## config.mk

```make
export PLATFORM = sky130hd
export DESIGN_NAME = iorsm_regs
export DESIGN_NICKNAME = d
export VERILOG_FILES = /design/src/iorsm_pkg.sv /design/src/iorsm_regs.sv
export SDC_FILE = /design/constraint.sdc
export NUM_CORES = 1
export LEC_CHECK = 0
export BUFFER_PORTS_ARGS = -buffer_cell sky130_fd_sc_hd__buf_2
export CAP_MARGIN = 30
export CORE_ASPECT_RATIO = 0.7
export CORE_MARGIN = 1.5
export CORE_UTILIZATION = 35
export CTS_CLUSTER_SIZE = 14
export DETAILED_ROUTE_END_ITERATION = 10
export GPL_TIMING_DRIVEN = 0
export PLACE_DENSITY = 0.59
export SYNTH_ARGS = -nofsm -noshare
export SYNTH_HDL_FRONTEND = slang
export SYNTH_SLANG_ARGS = --single-unit
```

## constraint.sdc

```tcl
create_clock -name clk -period 3.4 [get_ports clk]
set_input_delay 0.34 -clock clk [delete_from_list [all_inputs] [get_ports clk]]
set_output_delay 0.34 -clock clk [all_outputs]
set_load 0.02 [all_outputs]
```

## src/iorsm_pkg.sv

```systemverilog
// iorsm_pkg: offsets, reset values and layout of the internal register window.
// assumes an 8-bit microcontroller bus with byte-wide register accesses.
package iorsm_pkg;
	localparam int ADDR_W = 8;
	localparam int DATA_W = 8;
	localparam logic [7:0] OFF_A_IN = 8'h00;
	localparam logic [7:0] OFF_B_IN = 8'h01;
	localparam logic [7:0] OFF_A_CTL = 8'h02;
	localparam logic [7:0] OFF_B_CTL = 8'h03;
	localparam logic [7:0] OFF_A_OUT = 8'h04;
	localparam logic [7:0] OFF_B_OUT = 8'h05;
	localparam logic [7:0] OFF_A_DIR = 8'h06;
	localparam logic [7:0] OFF_B_DIR = 8'h07;
	localparam logic [7:0] OFF_A_DRV = 8'h08;
	localparam logic [7:0] OFF_B_DRV = 8'h09;
	localparam logic [7:0] OFF_A_IMC = 8'h0a;
	localparam logic [7:0] OFF_B_IMC = 8'h0b;
	localparam logic [7:0] OFF_A_OEN = 8'h0c;
	localparam logic [7:0] OFF_B_OEN = 8'h0d;
	localparam logic [7:0] OFF_C_IN = 8'h10;
	localparam logic [7:0] OFF_D_IN = 8'h11;
	localparam logic [7:0] OFF_C_OUT = 8'h12;
	localparam logic [7:0] OFF_D_OUT = 8'h13;
	localparam logic [7:0] OFF_C_DIR = 8'h14;
	localparam logic [7:0] OFF_D_DIR = 8'h15;
	localparam logic [7:0] OFF_C_DRV = 8'h16;
	localparam logic [7:0] OFF_D_DRV = 8'h17;
	localparam logic [7:0] OFF_C_IMC = 8'h18;
	localparam logic [7:0] OFF_C_OEN = 8'h1a;
	localparam logic [7:0] OFF_D_OEN = 8'h1b;
	localparam logic [7:0] OFF_OMC_AB = 8'h20;
	localparam logic [7:0] OFF_OMC_BC = 8'h21;
	localparam logic [7:0] OFF_MSK_AB = 8'h22;
	localparam logic [7:0] OFF_MSK_BC = 8'h23;
	localparam logic [7:0] OFF_PWR0 = 8'hb0;
	localparam logic [7:0] OFF_PWR2 = 8'hb4;
	localparam logic [7:0] OFF_PRI_LOCK = 8'hc0;
	localparam logic [7:0] OFF_SEC_LOCK = 8'hc2;
	localparam logic [7:0] OFF_TEST_EN = 8'hc7;
	localparam logic [7:0] OFF_PAGE = 8'he0;
	localparam logic [7:0] OFF_SPACE_MAP = 8'he2;
	localparam logic [7:0] RST_REG = 8'h00;
	localparam int PRI_SECTORS = 8;
	localparam int SEC_SECTORS = 4;
	localparam int PRI_SECTOR_BYTES = 32768;
	localparam int SEC_SECTOR_BYTES = 16384;
	// bus types choosing the latched address layout on ports a and b
	typedef enum logic [0:0] {
		IORSM_BUS_MUX = 1'b0,
		IORSM_BUS_NONMUX = 1'b1
	} iorsm_bus_t;
endpackage

```

## src/iorsm_regs.sv

```systemverilog
// iorsm_regs: decoder and register bank of the 256-byte internal register window.
// assumes bus strobes are one-cycle pulses synchronous to clk; window select from user decode.
`timescale 1ns/1ps
// Overview of operation
// - decode 256-byte register window, offsets relative to window base
// - input registers of ports a to d return current pin levels
// - ports a and b control registers choose io or latched address per pin
// - output registers hold written value and drive io-mode pins used as outputs
// - direction registers set each io-mode pin as input or output
// - drive registers choose push-pull/open-drain or high slew per pin
// - enable status registers return current driver output enables
// - offset 20h reads first cell group outputs, write loads its flip-flops
// - offset 21h reads second cell group outputs, write loads its flip-flops
// - first mask register blocks writes into first cell group bits
// - second mask register blocks writes into second cell group bits
// - read-only register reports primary flash sector protection
// - read-only register reports security and secondary sector protection
// - space map register places each memory area in program/data space
// - latched address bits a7-a0, pin for pin, on ports a,b (mux) or b only
// - eight primary, four secondary sector selects and sram select from decode
module iorsm_regs #(
	parameter int PORT_W = 8,
	parameter int PORTD_W = 8
) (
	input wire logic clk,
	input wire logic rst,
	input wire logic registerWindowSelect,
	input wire logic [iorsm_pkg::ADDR_W-1:0] busAddr,
	input wire logic [iorsm_pkg::DATA_W-1:0] busWrData,
	input wire logic busWrStrobe,
	input wire logic busRdStrobe,
	output logic [iorsm_pkg::DATA_W-1:0] busRdData,
	input wire iorsm_pkg::iorsm_bus_t busType,
	input wire logic [7:0] latchedAddr,
	input wire logic [PORT_W-1:0] portAPinIn,
	input wire logic [PORT_W-1:0] portBPinIn,
	input wire logic [PORT_W-1:0] portCPinIn,
	input wire logic [PORTD_W-1:0] portDPinIn,
	output logic [PORT_W-1:0] portAPinOut,
	output logic [PORT_W-1:0] portAPinOe,
	output logic [PORT_W-1:0] portBPinOut,
	output logic [PORT_W-1:0] portBPinOe,
	output logic [PORT_W-1:0] portCPinOut,
	output logic [PORT_W-1:0] portCPinOe,
	output logic [PORTD_W-1:0] portDPinOut,
	output logic [PORTD_W-1:0] portDPinOe,
	output logic [PORT_W-1:0] portADriveType,
	output logic [PORT_W-1:0] portBDriveType,
	output logic [PORT_W-1:0] portCDriveType,
	output logic [PORTD_W-1:0] portDDriveType,
	input wire logic [PORT_W-1:0] portAInputCells,
	input wire logic [PORT_W-1:0] portBInputCells,
	input wire logic [PORT_W-1:0] portCInputCells,
	input wire logic [7:0] firstCellOutputs,
	input wire logic [7:0] secondCellOutputs,
	output logic [7:0] firstCellLoadData,
	output logic [7:0] firstCellLoadEnable,
	output logic [7:0] secondCellLoadData,
	output logic [7:0] secondCellLoadEnable,
	input wire logic [iorsm_pkg::PRI_SECTORS-1:0] primarySectorLocked,
	input wire logic [7:0] securityAndSecondaryLocked,
	output logic [7:0] powerControl0,
	output logic [7:0] powerControl2,
	output logic [7:0] testPortEnable,
	output logic [7:0] addressPage,
	output logic [7:0] memorySpaceMap,
	input wire logic [iorsm_pkg::PRI_SECTORS-1:0] decodePrimarySel,
	input wire logic [iorsm_pkg::SEC_SECTORS-1:0] decodeSecondarySel,
	input wire logic decodeSramSel,
	output logic [iorsm_pkg::PRI_SECTORS-1:0] primarySectorSelects,
	output logic [iorsm_pkg::SEC_SECTORS-1:0] secondarySectorSelects,
	output logic sramSelect
);
	import iorsm_pkg::*;

	logic [PORT_W-1:0] aCtl_q, bCtl_q;
	logic [PORT_W-1:0] aOut_q, bOut_q, cOut_q;
	logic [PORTD_W-1:0] dOut_q;
	logic [PORT_W-1:0] aDir_q, bDir_q, cDir_q;
	logic [PORTD_W-1:0] dDir_q;
	logic [PORT_W-1:0] aDrv_q, bDrv_q, cDrv_q;
	logic [PORTD_W-1:0] dDrv_q;
	logic [7:0] mskAb_q, mskBc_q;
	logic [7:0] pwr0_q, pwr2_q, testEn_q, page_q, spaceMap_q;
	logic [7:0] rdData_d;
	logic wrEn;
	logic [7:0] addrNibA, addrNibB;

	function automatic logic [7:0] zx(input logic [PORT_W-1:0] v);
		zx = 8'(v);
	endfunction

	assign wrEn = registerWindowSelect && busWrStrobe;

	function automatic logic hit(input logic [7:0] off);
		hit = wrEn && (busAddr == off);
	endfunction

	always_ff @(posedge clk) begin
		if (rst) begin
			aCtl_q <= '0;
			bCtl_q <= '0;
			aDir_q <= '0;
			bDir_q <= '0;
			cDir_q <= '0;
			dDir_q <= '0;
			aDrv_q <= '0;
			bDrv_q <= '0;
			cDrv_q <= '0;
			dDrv_q <= '0;
		end else begin
			if (hit(OFF_A_CTL)) aCtl_q <= busWrData[PORT_W-1:0];
			if (hit(OFF_B_CTL)) bCtl_q <= busWrData[PORT_W-1:0];
			if (hit(OFF_A_DIR)) aDir_q <= busWrData[PORT_W-1:0];
			if (hit(OFF_B_DIR)) bDir_q <= busWrData[PORT_W-1:0];
			if (hit(OFF_C_DIR)) cDir_q <= busWrData[PORT_W-1:0];
			if (hit(OFF_D_DIR)) dDir_q <= busWrData[PORTD_W-1:0];
			if (hit(OFF_A_DRV)) aDrv_q <= busWrData[PORT_W-1:0];
			if (hit(OFF_B_DRV)) bDrv_q <= busWrData[PORT_W-1:0];
			if (hit(OFF_C_DRV)) cDrv_q <= busWrData[PORT_W-1:0];
			if (hit(OFF_D_DRV)) dDrv_q <= busWrData[PORTD_W-1:0];
		end
	end

	always_ff @(posedge clk) begin
		if (rst) begin
			aOut_q <= '0;
			bOut_q <= '0;
			cOut_q <= '0;
			dOut_q <= '0;
		end else begin
			if (hit(OFF_A_OUT)) aOut_q <= busWrData[PORT_W-1:0];
			if (hit(OFF_B_OUT)) bOut_q <= busWrData[PORT_W-1:0];
			if (hit(OFF_C_OUT)) cOut_q <= busWrData[PORT_W-1:0];
			if (hit(OFF_D_OUT)) dOut_q <= busWrData[PORTD_W-1:0];
		end
	end

	always_ff @(posedge clk) begin
		if (rst) begin
			mskAb_q <= RST_REG;
			mskBc_q <= RST_REG;
		end else begin
			if (hit(OFF_MSK_AB)) mskAb_q <= busWrData;
			if (hit(OFF_MSK_BC)) mskBc_q <= busWrData;
		end
	end

	// power, test, page and space map registers
	always_ff @(posedge clk) begin
		if (rst) begin
			pwr0_q <= RST_REG;
			pwr2_q <= RST_REG;
			testEn_q <= RST_REG;
			page_q <= RST_REG;
			spaceMap_q <= RST_REG;
		end else begin
			if (hit(OFF_PWR0)) pwr0_q <= busWrData;
			if (hit(OFF_PWR2)) pwr2_q <= busWrData;
			if (hit(OFF_TEST_EN)) testEn_q <= busWrData;
			if (hit(OFF_PAGE)) page_q <= busWrData;
			if (hit(OFF_SPACE_MAP)) spaceMap_q <= busWrData;
		end
	end

	assign powerControl0 = pwr0_q;
	assign powerControl2 = pwr2_q;
	assign testPortEnable = testEn_q;
	assign addressPage = page_q;
	assign memorySpaceMap = spaceMap_q;
	assign portADriveType = aDrv_q;
	assign portBDriveType = bDrv_q;
	assign portCDriveType = cDrv_q;
	assign portDDriveType = dDrv_q;

	// first and second group loads, masked bits untouched
	assign firstCellLoadData = busWrData;
	assign firstCellLoadEnable = hit(OFF_OMC_AB) ? ~mskAb_q : 8'h00;
	assign secondCellLoadData = busWrData;
	assign secondCellLoadEnable = hit(OFF_OMC_BC) ? ~mskBc_q : 8'h00;

	// latched address bytes per bus type
	assign addrNibA = (busType == IORSM_BUS_MUX) ? latchedAddr : 8'h00;
	assign addrNibB = latchedAddr;

	always_comb begin
		for (int i = 0; i < PORT_W; i++) begin
			portAPinOut[i] = aCtl_q[i] ? addrNibA[i % 8] : aOut_q[i];
			portAPinOe[i] = aCtl_q[i] ? (busType == IORSM_BUS_MUX) : aDir_q[i];
			portBPinOut[i] = bCtl_q[i] ? addrNibB[i % 8] : bOut_q[i];
			portBPinOe[i] = bCtl_q[i] ? 1'b1 : bDir_q[i];
		end
	end
	assign portCPinOut = cOut_q;
	assign portCPinOe = cDir_q;
	assign portDPinOut = dOut_q;
	assign portDPinOe = dDir_q;

	// memory selects pass from the decode array
	assign primarySectorSelects = decodePrimarySel;
	assign secondarySectorSelects = decodeSecondarySel;
	assign sramSelect = decodeSramSel;

	always_comb begin
		rdData_d = 8'h00;
		unique case (busAddr)
			OFF_A_IN: rdData_d = zx(portAPinIn);
			OFF_B_IN: rdData_d = zx(portBPinIn);
			OFF_C_IN: rdData_d = zx(portCPinIn);
			OFF_D_IN: rdData_d = 8'(portDPinIn);
			OFF_A_CTL: rdData_d = zx(aCtl_q);
			OFF_B_CTL: rdData_d = zx(bCtl_q);
			OFF_A_OUT: rdData_d = zx(aOut_q);
			OFF_B_OUT: rdData_d = zx(bOut_q);
			OFF_C_OUT: rdData_d = zx(cOut_q);
			OFF_D_OUT: rdData_d = 8'(dOut_q);
			OFF_A_DIR: rdData_d = zx(aDir_q);
			OFF_B_DIR: rdData_d = zx(bDir_q);
			OFF_C_DIR: rdData_d = zx(cDir_q);
			OFF_D_DIR: rdData_d = 8'(dDir_q);
			OFF_A_DRV: rdData_d = zx(aDrv_q);
			OFF_B_DRV: rdData_d = zx(bDrv_q);
			OFF_C_DRV: rdData_d = zx(cDrv_q);
			OFF_D_DRV: rdData_d = 8'(dDrv_q);
			OFF_A_IMC: rdData_d = zx(portAInputCells);
			OFF_B_IMC: rdData_d = zx(portBInputCells);
			OFF_C_IMC: rdData_d = zx(portCInputCells);
			OFF_A_OEN: rdData_d = zx(portAPinOe);
			OFF_B_OEN: rdData_d = zx(portBPinOe);
			OFF_C_OEN: rdData_d = zx(portCPinOe);
			OFF_D_OEN: rdData_d = 8'(portDPinOe);
			OFF_OMC_AB: rdData_d = firstCellOutputs;
			OFF_OMC_BC: rdData_d = secondCellOutputs;
			OFF_MSK_AB: rdData_d = mskAb_q;
			OFF_MSK_BC: rdData_d = mskBc_q;
			OFF_PWR0: rdData_d = pwr0_q;
			OFF_PWR2: rdData_d = pwr2_q;
			OFF_PRI_LOCK: rdData_d = 8'(primarySectorLocked);
			OFF_SEC_LOCK: rdData_d = securityAndSecondaryLocked;
			OFF_TEST_EN: rdData_d = testEn_q;
			OFF_PAGE: rdData_d = page_q;
			OFF_SPACE_MAP: rdData_d = spaceMap_q;
			default: rdData_d = 8'h00;
		endcase
	end

	// read data registered on the read strobe
	always_ff @(posedge clk) begin
		if (rst) begin
			busRdData <= 8'h00;
		end else if (registerWindowSelect && busRdStrobe) begin
			busRdData <= rdData_d;
		end
	end

	AST_PIN_READ_A: assert property (@(posedge clk) disable iff (rst)
		registerWindowSelect && busRdStrobe && busAddr == OFF_A_IN
		|=> busRdData == zx($past(portAPinIn)))
		else $error("port a input read mismatch");
	AST_PIN_READ_D: assert property (@(posedge clk) disable iff (rst)
		registerWindowSelect && busRdStrobe && busAddr == OFF_D_IN
		|=> busRdData == 8'($past(portDPinIn)))
		else $error("port d input read mismatch");
	AST_CTL_MUX_B: assert property (@(posedge clk) disable iff (rst)
		bCtl_q[0] |-> portBPinOut[0] == latchedAddr[0] && portBPinOe[0])
		else $error("port b address output wrong");
	AST_CTL_MUX_A: assert property (@(posedge clk) disable iff (rst)
		aCtl_q[3] && busType == IORSM_BUS_MUX
		|-> portAPinOut[3] == latchedAddr[3] && portAPinOe[3])
		else $error("port a address output wrong");
	AST_NONMUX_A: assert property (@(posedge clk) disable iff (rst)
		aCtl_q[0] && busType == IORSM_BUS_NONMUX |-> !portAPinOe[0])
		else $error("port a driven on non-multiplexed bus");
	AST_OUT_WRITE_C: assert property (@(posedge clk) disable iff (rst)
		hit(OFF_C_OUT) |=> portCPinOut == $past(busWrData[PORT_W-1:0]))
		else $error("port c output not loaded");
	AST_OUT_WRITE_A: assert property (@(posedge clk) disable iff (rst)
		hit(OFF_A_OUT) && !aCtl_q[0] |=> portAPinOut[0] == $past(busWrData[0]))
		else $error("port a output not loaded");
	AST_DIR_WRITE_D: assert property (@(posedge clk) disable iff (rst)
		hit(OFF_D_DIR) |=> portDPinOe == $past(busWrData[PORTD_W-1:0]))
		else $error("port d direction not loaded");
	AST_DIR_WRITE_B: assert property (@(posedge clk) disable iff (rst)
		hit(OFF_B_DIR) && !bCtl_q[7] |=> portBPinOe[7] == $past(busWrData[7]))
		else $error("port b direction not loaded");
	AST_DRV_HOLD: assert property (@(posedge clk) disable iff (rst)
		!hit(OFF_A_DRV) |=> $stable(portADriveType))
		else $error("drive type changed without write");
	AST_DRV_WRITE_C: assert property (@(posedge clk) disable iff (rst)
		hit(OFF_C_DRV) |=> portCDriveType == $past(busWrData[PORT_W-1:0]))
		else $error("port c drive type not loaded");
	AST_OEN_READ_C: assert property (@(posedge clk) disable iff (rst)
		registerWindowSelect && busRdStrobe && busAddr == OFF_C_OEN
		|=> busRdData == zx($past(portCPinOe)))
		else $error("port c enable status read mismatch");
	AST_CELL_READ_AB: assert property (@(posedge clk) disable iff (rst)
		registerWindowSelect && busRdStrobe && busAddr == OFF_OMC_AB
		|=> busRdData == $past(firstCellOutputs))
		else $error("first cell group read mismatch");
	AST_CELL_READ_BC: assert property (@(posedge clk) disable iff (rst)
		registerWindowSelect && busRdStrobe && busAddr == OFF_OMC_BC
		|=> busRdData == $past(secondCellOutputs))
		else $error("second cell group read mismatch");
	AST_MASK_AB: assert property (@(posedge clk) disable iff (rst)
		hit(OFF_MSK_AB) |=> mskAb_q == $past(busWrData))
		else $error("first group mask not stored");
	AST_MASK_BC: assert property (@(posedge clk) disable iff (rst)
		hit(OFF_OMC_BC) |-> secondCellLoadEnable == ~mskBc_q)
		else $error("second group load enable wrong");
	AST_PRI_LOCK: assert property (@(posedge clk) disable iff (rst)
		registerWindowSelect && busRdStrobe && busAddr == OFF_PRI_LOCK
		|=> busRdData == 8'($past(primarySectorLocked)))
		else $error("primary lock read mismatch");
	AST_SEC_LOCK: assert property (@(posedge clk) disable iff (rst)
		registerWindowSelect && busRdStrobe && busAddr == OFF_SEC_LOCK
		|=> busRdData == $past(securityAndSecondaryLocked))
		else $error("secondary lock read mismatch");
	AST_MAP_WRITE: assert property (@(posedge clk) disable iff (rst)
		hit(OFF_SPACE_MAP) ##1 !hit(OFF_SPACE_MAP)
		|-> memorySpaceMap == $past(busWrData))
		else $error("space map not held");
	AST_UNMAPPED_READ: assert property (@(posedge clk) disable iff (rst)
		registerWindowSelect && busRdStrobe && busAddr == 8'hff |=> busRdData == 8'h00)
		else $error("unmapped offset read nonzero");

	// read data stands until the next read; writes need the window select
	AST_RD_HOLD: assert property (@(posedge clk) disable iff (rst)
		!(registerWindowSelect && busRdStrobe) |=> $stable(busRdData))
		else $error("read data changed without read");
	AST_NOSEL_WRITE: assert property (@(posedge clk) disable iff (rst)
		!registerWindowSelect |=> $stable(addressPage) && $stable(memorySpaceMap))
		else $error("register written without window select");
endmodule

```

# After elaboration in Yosys (flattened, before gate mapping)
# Cells that the tools add are included.
[word_totals]
regBits = 176
inputBits = 131
out_inout_bits = 189
elab_cells = 124
[op_classes]
n_eq_ne = 35
muxes = 36
bitwise = 3
reduce_logical = 28
[ops]
columns = ["op", "count"]
rows = [
  ["case mux 8 bit (34 select lines)", 1],
  ["equality test 8 x 5 -> 1 bit, second input constant", 11],
  ["equality test 8 bit, second input constant", 7],
  ["equality test 8 x 4 -> 1 bit, second input constant", 6],
  ["equality test 8 x 3 -> 1 bit, second input constant", 4],
  ["equality test 8 x 6 -> 1 bit, second input constant", 4],
  ["2-to-1 mux 1 bit", 32],
  ["logical AND 1 bit", 25],
  ["2-to-1 mux 8 bit", 3],
  ["equality test 8 x 2 -> 1 bit, second input constant", 2],
  ["NOT 8 bit", 2],
  ["equality test 8 x 1 -> 1 bit, second input constant", 1],
  ["logical NOT 8 bit", 1],
  ["OR reduction 2 bit", 2],
  ["NOT 1 bit", 1],
]

# Logic depth before layout (Yosys ltp)
# Gate-level depths: netlist of the first run.
[logic_depth]
word_depth = 3
ltp_mapped = 9
mapped_depth_nobuf = 5

# Worst setup path after synthesis of the first run
# No wires, ideal clock.
[synth_path]
path_kind = "input -> output"
startpoint = "in busAddr[1] (netlist name)"
endpoint = "out firstCellLoadEnable[0]"
arrival_time_ps = 1717
t_required_ps = 3060
setup_slack_ps = 1343
cell_stages = 5
path_buffers = 2
cell_sequence = "buf_4 > nor4_4 > clkbuf_1 > nand3_1 > nor2_1"
[synth_between]
elab_chain_cells = 3
[synth_lines]
columns = ["element", "line_no", "rtl"]
rows = [
  ["start: declaration", "iorsm_regs.sv:28", "input wire logic [iorsm_pkg::ADDR_W-1:0] busAddr,"],
  ["equality test 8 x 6 -> 1 bit", "iorsm_regs.sv:96", "hit = wrEn && (busAddr == off);"],
  ["logical AND 1 bit", "iorsm_regs.sv:96", ""],
  ["2-to-1 mux 8 bit", "iorsm_regs.sv:178", "assign firstCellLoadEnable = hit(OFF_OMC_AB) ? ~mskAb_q : 8'h00;"],
  ["end: declaration", "iorsm_regs.sv:57", "output logic [7:0] firstCellLoadEnable,"],
]
# No other way between the ends.

# Final worst setup path of the first run
[layout_path]
startpoint = "in registerWindowSelect"
endpoint = "out firstCellLoadEnable[0]"
[layout_between]
elab_chain_cells = 3
[layout_lines]
columns = ["element", "line_no", "rtl"]
rows = [
  ["start: declaration", "iorsm_regs.sv:27", "input wire logic registerWindowSelect,"],
  ["logical AND 1 bit", "iorsm_regs.sv:93", "assign wrEn = registerWindowSelect && busWrStrobe;"],
  ["logical AND 1 bit", "iorsm_regs.sv:96", ""],
  ["2-to-1 mux 8 bit", "iorsm_regs.sv:178", ""],
]
# No other way between the ends.

==> results of run 1 <==
## through the flow
step | setup slack, ps | util, % | power (mW)
final | 43.4 | 45.2 | 4.87
after global routing | 14.0 | 45.2 | 4.93
after CTS | 153 | 45.2 | 4.82
after detailed placement | 146 | 42.9 | 2.67
after global placement | 206 | 42.9 | 2.67
after floorplan | 1340 | - | 2.38
## worst max-delay path, cell delays in order
cell and delay [ps]:
buf_2 130, and2_1 140, clkbuf_1 670, buf_1 800
nand3_1 470, nor2_1 260, buf_2 200
## cell usage after synthesis, types with 10 or more instances
| library cell | number | area [µm²] |
|---|---|---|
| inv_1 | 10 | 37.5 |
| nor2b_1 | 10 | 62.6 |
| o22ai_1 | 10 | 62.6 |
| nand2_1 | 123 | 462 |
| and3b_1 | 11 | 96.3 |
| mux2i_1 | 122 | 1220 |
| dfxtp_1 | 176 | 3520 |
| buf_2 | 53 | 265 |
| nor3_1 | 11 | 55.1 |
| clkbuf_1 | 43 | 161 |
| o21ai_0 | 59 | 295 |
| buf_4 | 37 | 278 |
| a22oi_1 | 39 | 293 |
| nand4_1 | 15 | 93.8 |
| or2_2 | 10 | 62.6 |
| mux2_2 | 27 | 304 |
| a21oi_1 | 78 | 390 |
| nor2_1 | 144 | 541 |
| and3_1 | 13 | 81.3 |
| nand3_1 | 80 | 400 |
| a32oi_1 | 12 | 105 |
## report_power, final
group          switching (mW)  internal [mW]  leakage [nW]
logic                   0.419          0.171          3.57
clock network           0.964           1.25         0.311
registers             0.00171           2.06          1.42
## layout make-up
class / count / area [µm²] / share of cell area [%]
multi-input combinational: 894 / 5710 / 45.2
sequential: 176 / 3520 / 27.9
timing repair buffer: 307 / 1540 / 12.2
buffer: 137 / 727 / 5.76
tap: 371 / 464 / 3.68
clock buffer: 18 / 439 / 3.48
clock inverter: 13 / 184 / 1.46
inverter: 11 / 41.3 / 0.327
antenna: 1 / 2.50 / 0.0198
## routing by layer
layer  wire length (µm)  GRT usage, %  part of all wire (%)
met2              23200          54.6                    41
met4               2040          13.9                   3.6
met5                  0             0                     0
met1              25100          54.3                    44
met3               6480          8.65                    11
## kinds of logic after synthesis
family / Yosys count / share of synthesized area, %
compound gates: 253 / 16.0
buf+inv: 148 / 7.68
flops: 176 / 35.2
mux: 153 / 16.2
simple gates: 488 / 24.9
## worst max-delay path by stage
stage | startpoint | to | slack [ps] | depth (start not counted)
finish | registerWindowSelect | firstCellLoadEnable[0] | 40 | 7
global route | registerWindowSelect | firstCellLoadEnable[0] | 10 | 7
CTS | registerWindowSelect | secondCellLoadEnable[3] | 150 | 7
detailed placement | registerWindowSelect | secondCellLoadEnable[3] | 150 | 7
global placement | registerWindowSelect | firstCellLoadEnable[0] | 210 | 7
floorplan | busAddr[1] | firstCellLoadEnable[0] | 1340 | 5
==> summary.txt, run 1 <==
Floorplan
  • Core area: approximately 0.028 mm²
  • Die extent in x: just over 200 µm
  • Rows: 51
  • Top Ports: 320
  • Die Area: between 0.02 and 0.03 mm²
  • Die Span Y: approximately 140 µm
  • Initial core utilization: between 30% and 40%

Timing
  • Relative slew slack: 28.0%
  • RSZ-0062 raised after global routing: false
  • Final min period: roughly 3400 ps
  • Max Slew Vio Count: 0
  • Setup violations, final: 0
  • Worst Tran Pin Value: approximately 1100 ps
  • Final Cycle Share: 98.7%
  • Hold Vio Cnt, Final: 0
  • TNS Setup: 0 ps
  • Clock skew: 11.4 ps
  • Final hold slack: roughly 170 ps
  • Max Clock Freq: between 200 and 300 MHz

Global route
  • Antenna violations before repair: 2
  • GRT Util Overall: a little under two fifths
  • Largest net degree at the start of global routing: 17
  • Total gr overflow: 0
  • Vias in the first global route: 10651
  • Global-route wire length before repair: a little under 80 mm

Power
  • LEAKAGE: about 5.3 nW
  • Peak supply drop: roughly 370 µV
  • PwrDens: roughly 390 mW/mm²

Routing
  • Routed vias/inst: slightly above 6
  • Per-cell routed wire length: 29.5 µm
  • Final ANT Viol Nets: 0
  • First-pass iteration count of the detailed router: 5
  • Detailed Route WL: ~57 mm
  • # DRC: 0
  • DR vias: approximately 12000
  • First DRT Iteration DRCs: between 1500 and 2000

Finish
  • Layout fillers: 2845
  • Fin nets: 1675
  • Fin area: about 0.013 mm²
  • Share of layout cells above drive strength 1: around a third
  • Finished Layout Cells: a little under 2000
  • Area delta synth->final: 26.3%
  • Most common cell after layout, fill and taps aside: buf_2
  • Commonest cells after routing, fill and taps aside: 357 x buf_2, 176 x dfxtp_1, 144 x nor2_1

Critical path
  • Worst reg2reg path depth: 4
  • Reg-to-Reg End: busRdData[1]
  • Req. time, crit path: a little over 3000 ps
  • Reg-to-Reg Start: portCPinOut[1]
  • CP Launch Type: input port
  • Crit-path max FO: 10
  • FF-to-FF setup slack: approximately 1300 ps
  • Arrival @ worst endpoint: around 3000 ps
  • Path type of the worst setup path: in2out
  • CP endpoint kind: primary output

Logic synthesis
  • Cell count after synthesis: 1218
  • Yosys reg bits: 176
  • Syn nets: 1349
  • Synthesized area: ~0.01 mm²
  • Unique masters post-synth: 67
  • Main synth FF type: dfxtp_1
  • YS warnings: 0
  • Avg Cell Area, Syn: ~8.2 µm²
  • Seq/Total Area, Yosys: between 30% and 40%
  • Post-synth ARST share: 0%
  • Post-synth EDFFs: 0

Min path
  • Worst Min Path Start: busWrData[1]
  • WHS Path Cells: 3
  • Worst hold path class: in2reg
  • Min-Delay Endpoint: bOut_q[1]

Clock tree
  • CTS tree: yes
  • Clock Sinks: about 180
  • Hold buffers post-CTS: 0
  • Worst skew pair latency: 470 ps
  • Post-CTS setup repair buffer count: 0
  • Clock Path Buffers: 2
  • CTS Root Cell: clkbuf_16
  • H-tree levels: 4
  • Clock slew at reported path FFs: ~70 ps
  • Num CTS Buffers: 17
  • Post_cts resized: 0

Placement
  • DP HPWL: 43.4 mm
  • Placed Instances: approximately 1900
  • GPL Wtd Cong: approximately 1.0
  • Input/output buffers: between 300 and 400
  • Placed cell area: around 0.012 mm²

Run
  • Max-cap violations: 0

Status
  • Status: completed
Note: power is estimated with default switching activity, not from simulation.
==> run 2: changes to the inputs <==
Settings changed: CORE_MARGIN 1.5 to 4.
==> run 2 against run 1 <==
  * First-iteration DRC count rose by 2.7%
  * Non-clock buffer count did not move
  * Critical endpoint is now firstCellLoadEnable[6]
  * Largest power group unchanged
  * Combinational power rose by 1%
  * The flow now finishes with violations (negative setup slack)
  * Critical path depth did not move
==> summary.txt, run 2 (synthesis gave the netlist of run 1 again) <==
Timing
  • Setup violations, final: 2
  • RSZ-0062 raised after global routing: false
  • Final min period: about 3400 ps
  • Final hold slack: between 150 and 200 ps
  • Clock skew: 12.0 ps
  • Hold Vio Cnt, Final: 0
  • Final Cycle Share: 101%
  • Worst Tran Pin Value: around 1100 ps
  • Max Clock Freq: ~290 MHz
  • TNS Setup: -26.0 ps
  • Relative slew slack: 24.7%
  • Max Slew Vio Count: 0
  • Post-route setup slack: -17.0 ps

Global route
  • Total gr overflow: 0
  • Largest net degree at the start of global routing: 17
  • GRT Util Overall: 35.7%
  • Vias in the first global route: roughly 11000
  • Global-route wire length before repair: just over 80 mm
  • Antenna violations before repair: 0

Critical path
  • CP Launch Type: input port
  • Arrival @ worst endpoint: just over 3000 ps
  • CP endpoint kind: primary output
  • Slowest-stage cell, CP: buf_1
  • Critical-path cell list: buf_2, and2_1, clkbuf_1, buf_1, nand3_1, nor2_1, buf_2
  • Largest stage delay on the critical path: 790 ps
  • Path type of the worst setup path: in2out
  • Crit-path max FO: 10
  • Req. time, crit path: ~3000 ps
  • Buf+Inv Stages, Crit Path: 4
  • Kind of cell adding the most delay to the critical path: buffers and inverters
  • Crit-path most repeated cell: buf_2

Power
  • PwrDens: 378 mW/mm²
  • LEAKAGE: roughly 5.3 nW
  • Peak supply drop: approximately 350 µV
  • Total power: 4.77 mW

Routing
  • First-pass iteration count of the detailed router: 5
  • First DRT Iteration DRCs: 1598
  • Final ANT Viol Nets: 0
  • Detailed Route WL: between 50 and 60 mm
  • # DRC: 0
  • DR vias: between 10000 and 15000
  • Per-cell routed wire length: between 30 and 40 µm
  • Routed vias/inst: just over 6

Clock tree
  • Clock slew at reported path FFs: around 70 ps
  • Clock Sinks: between 150 and 200
  • Hold buffers post-CTS: 0
  • Worst skew pair latency: 460 ps
  • H-tree levels: 4
  • Post_cts resized: 0
  • Num CTS Buffers: 17
  • Post-CTS setup repair buffer count: 0
  • CTS Root Cell: clkbuf_16
  • Clock Path Buffers: 2
  • CTS tree: yes

Placement
  • Input/output buffers: around 300
  • GPL Wtd Cong: 1.03
  • Placed cell area: 0.0120 mm²
  • Placed Instances: approximately 1900
  • DP HPWL: about 45 mm
  • Pre-CTS setup slack: ~140 ps

Finish
  • Commonest cells after routing, fill and taps aside: 356 x buf_2, 176 x dfxtp_1, 144 x nor2_1
  • Layout fillers: approximately 2900
  • Finished Core Util: between 40% and 50%
  • Most common cell after layout, fill and taps aside: buf_2
  • Finished Layout Cells: approximately 1900
  • Share of layout cells above drive strength 1: roughly a third
  • N_diodes: 0
  • Area delta synth->final: 26.1%
  • Fin nets: roughly 1700
  • Fin area: between 0.01 and 0.015 mm²

Floorplan
  • Die extent in x: around 210 µm
  • Initial core utilization: 35.8%
  • Die Span Y: roughly 150 µm
  • Rows: between 50 and 60
  • Core area: between 0.02 and 0.03 mm²
  • Top Ports: 320
  • Die Area: between 0.03 and 0.04 mm²

Min path
  • Worst hold path class: in2reg

Status
  • Failing checks: negative setup slack
  • Status: finished with violations

Run
  • Max-cap violations: 0
run 2: cell types whose count changed in the layout (fill, tap and decap cells not counted), sizes merged:
cell / change
clkinvlp: +4
clkinv: -3
bufinv: -2
clkbuf: +2
diode: -1
run 2: metal layers:
layer,up-vias,global-route usage (%),share of wire (%)
li1,5016,-,-
met1,5739,52.4,43
met2,845,52.5,42
met3,111,7.90,12
met4,0,10.5,2.9
met5,-,0,0
run 2: where the power goes:
part	internal [mW]	switching, mW
clock network	1.15	0.963
logic	0.173	0.423
registers	2.06	0.00165
total	3.38	1.39
run 2: final cells by class:
type / instances / area (µm²) / area share [%]
Clock buffer: 20 / 467 / 3.70
Sequential cell: 176 / 3520 / 27.9
Tap cell: 371 / 464 / 3.68
Clock inverter: 12 / 131 / 1.04
Buffer: 137 / 727 / 5.76
Multi-Input combinational cell: 894 / 5710 / 45.3
Timing Repair Buffer: 307 / 1550 / 12.3
Inverter: 11 / 41.3 / 0.327
run 2: final timing paths:
kind / slack (ps) / start / cells after the start / end
setup reg to reg: 1110 / bCtl_q[2] / 5 / busRdData[2]
hold / removal: 180 / busWrData[4] / 3 / bOut_q[4]
hold reg to reg: 470 / portADriveType[1] / 2 / portADriveType[1]
setup / recovery: -20 / registerWindowSelect / 7 / firstCellLoadEnable[6]
run 2: worst min-delay path, delay by kind of cell:
| family | cells | cell delay (ps) |
|---|---|---|
| compound gates | 1 | 50 |
| buf+inv | 1 | 130 |
| simple gates | 1 | 70 |
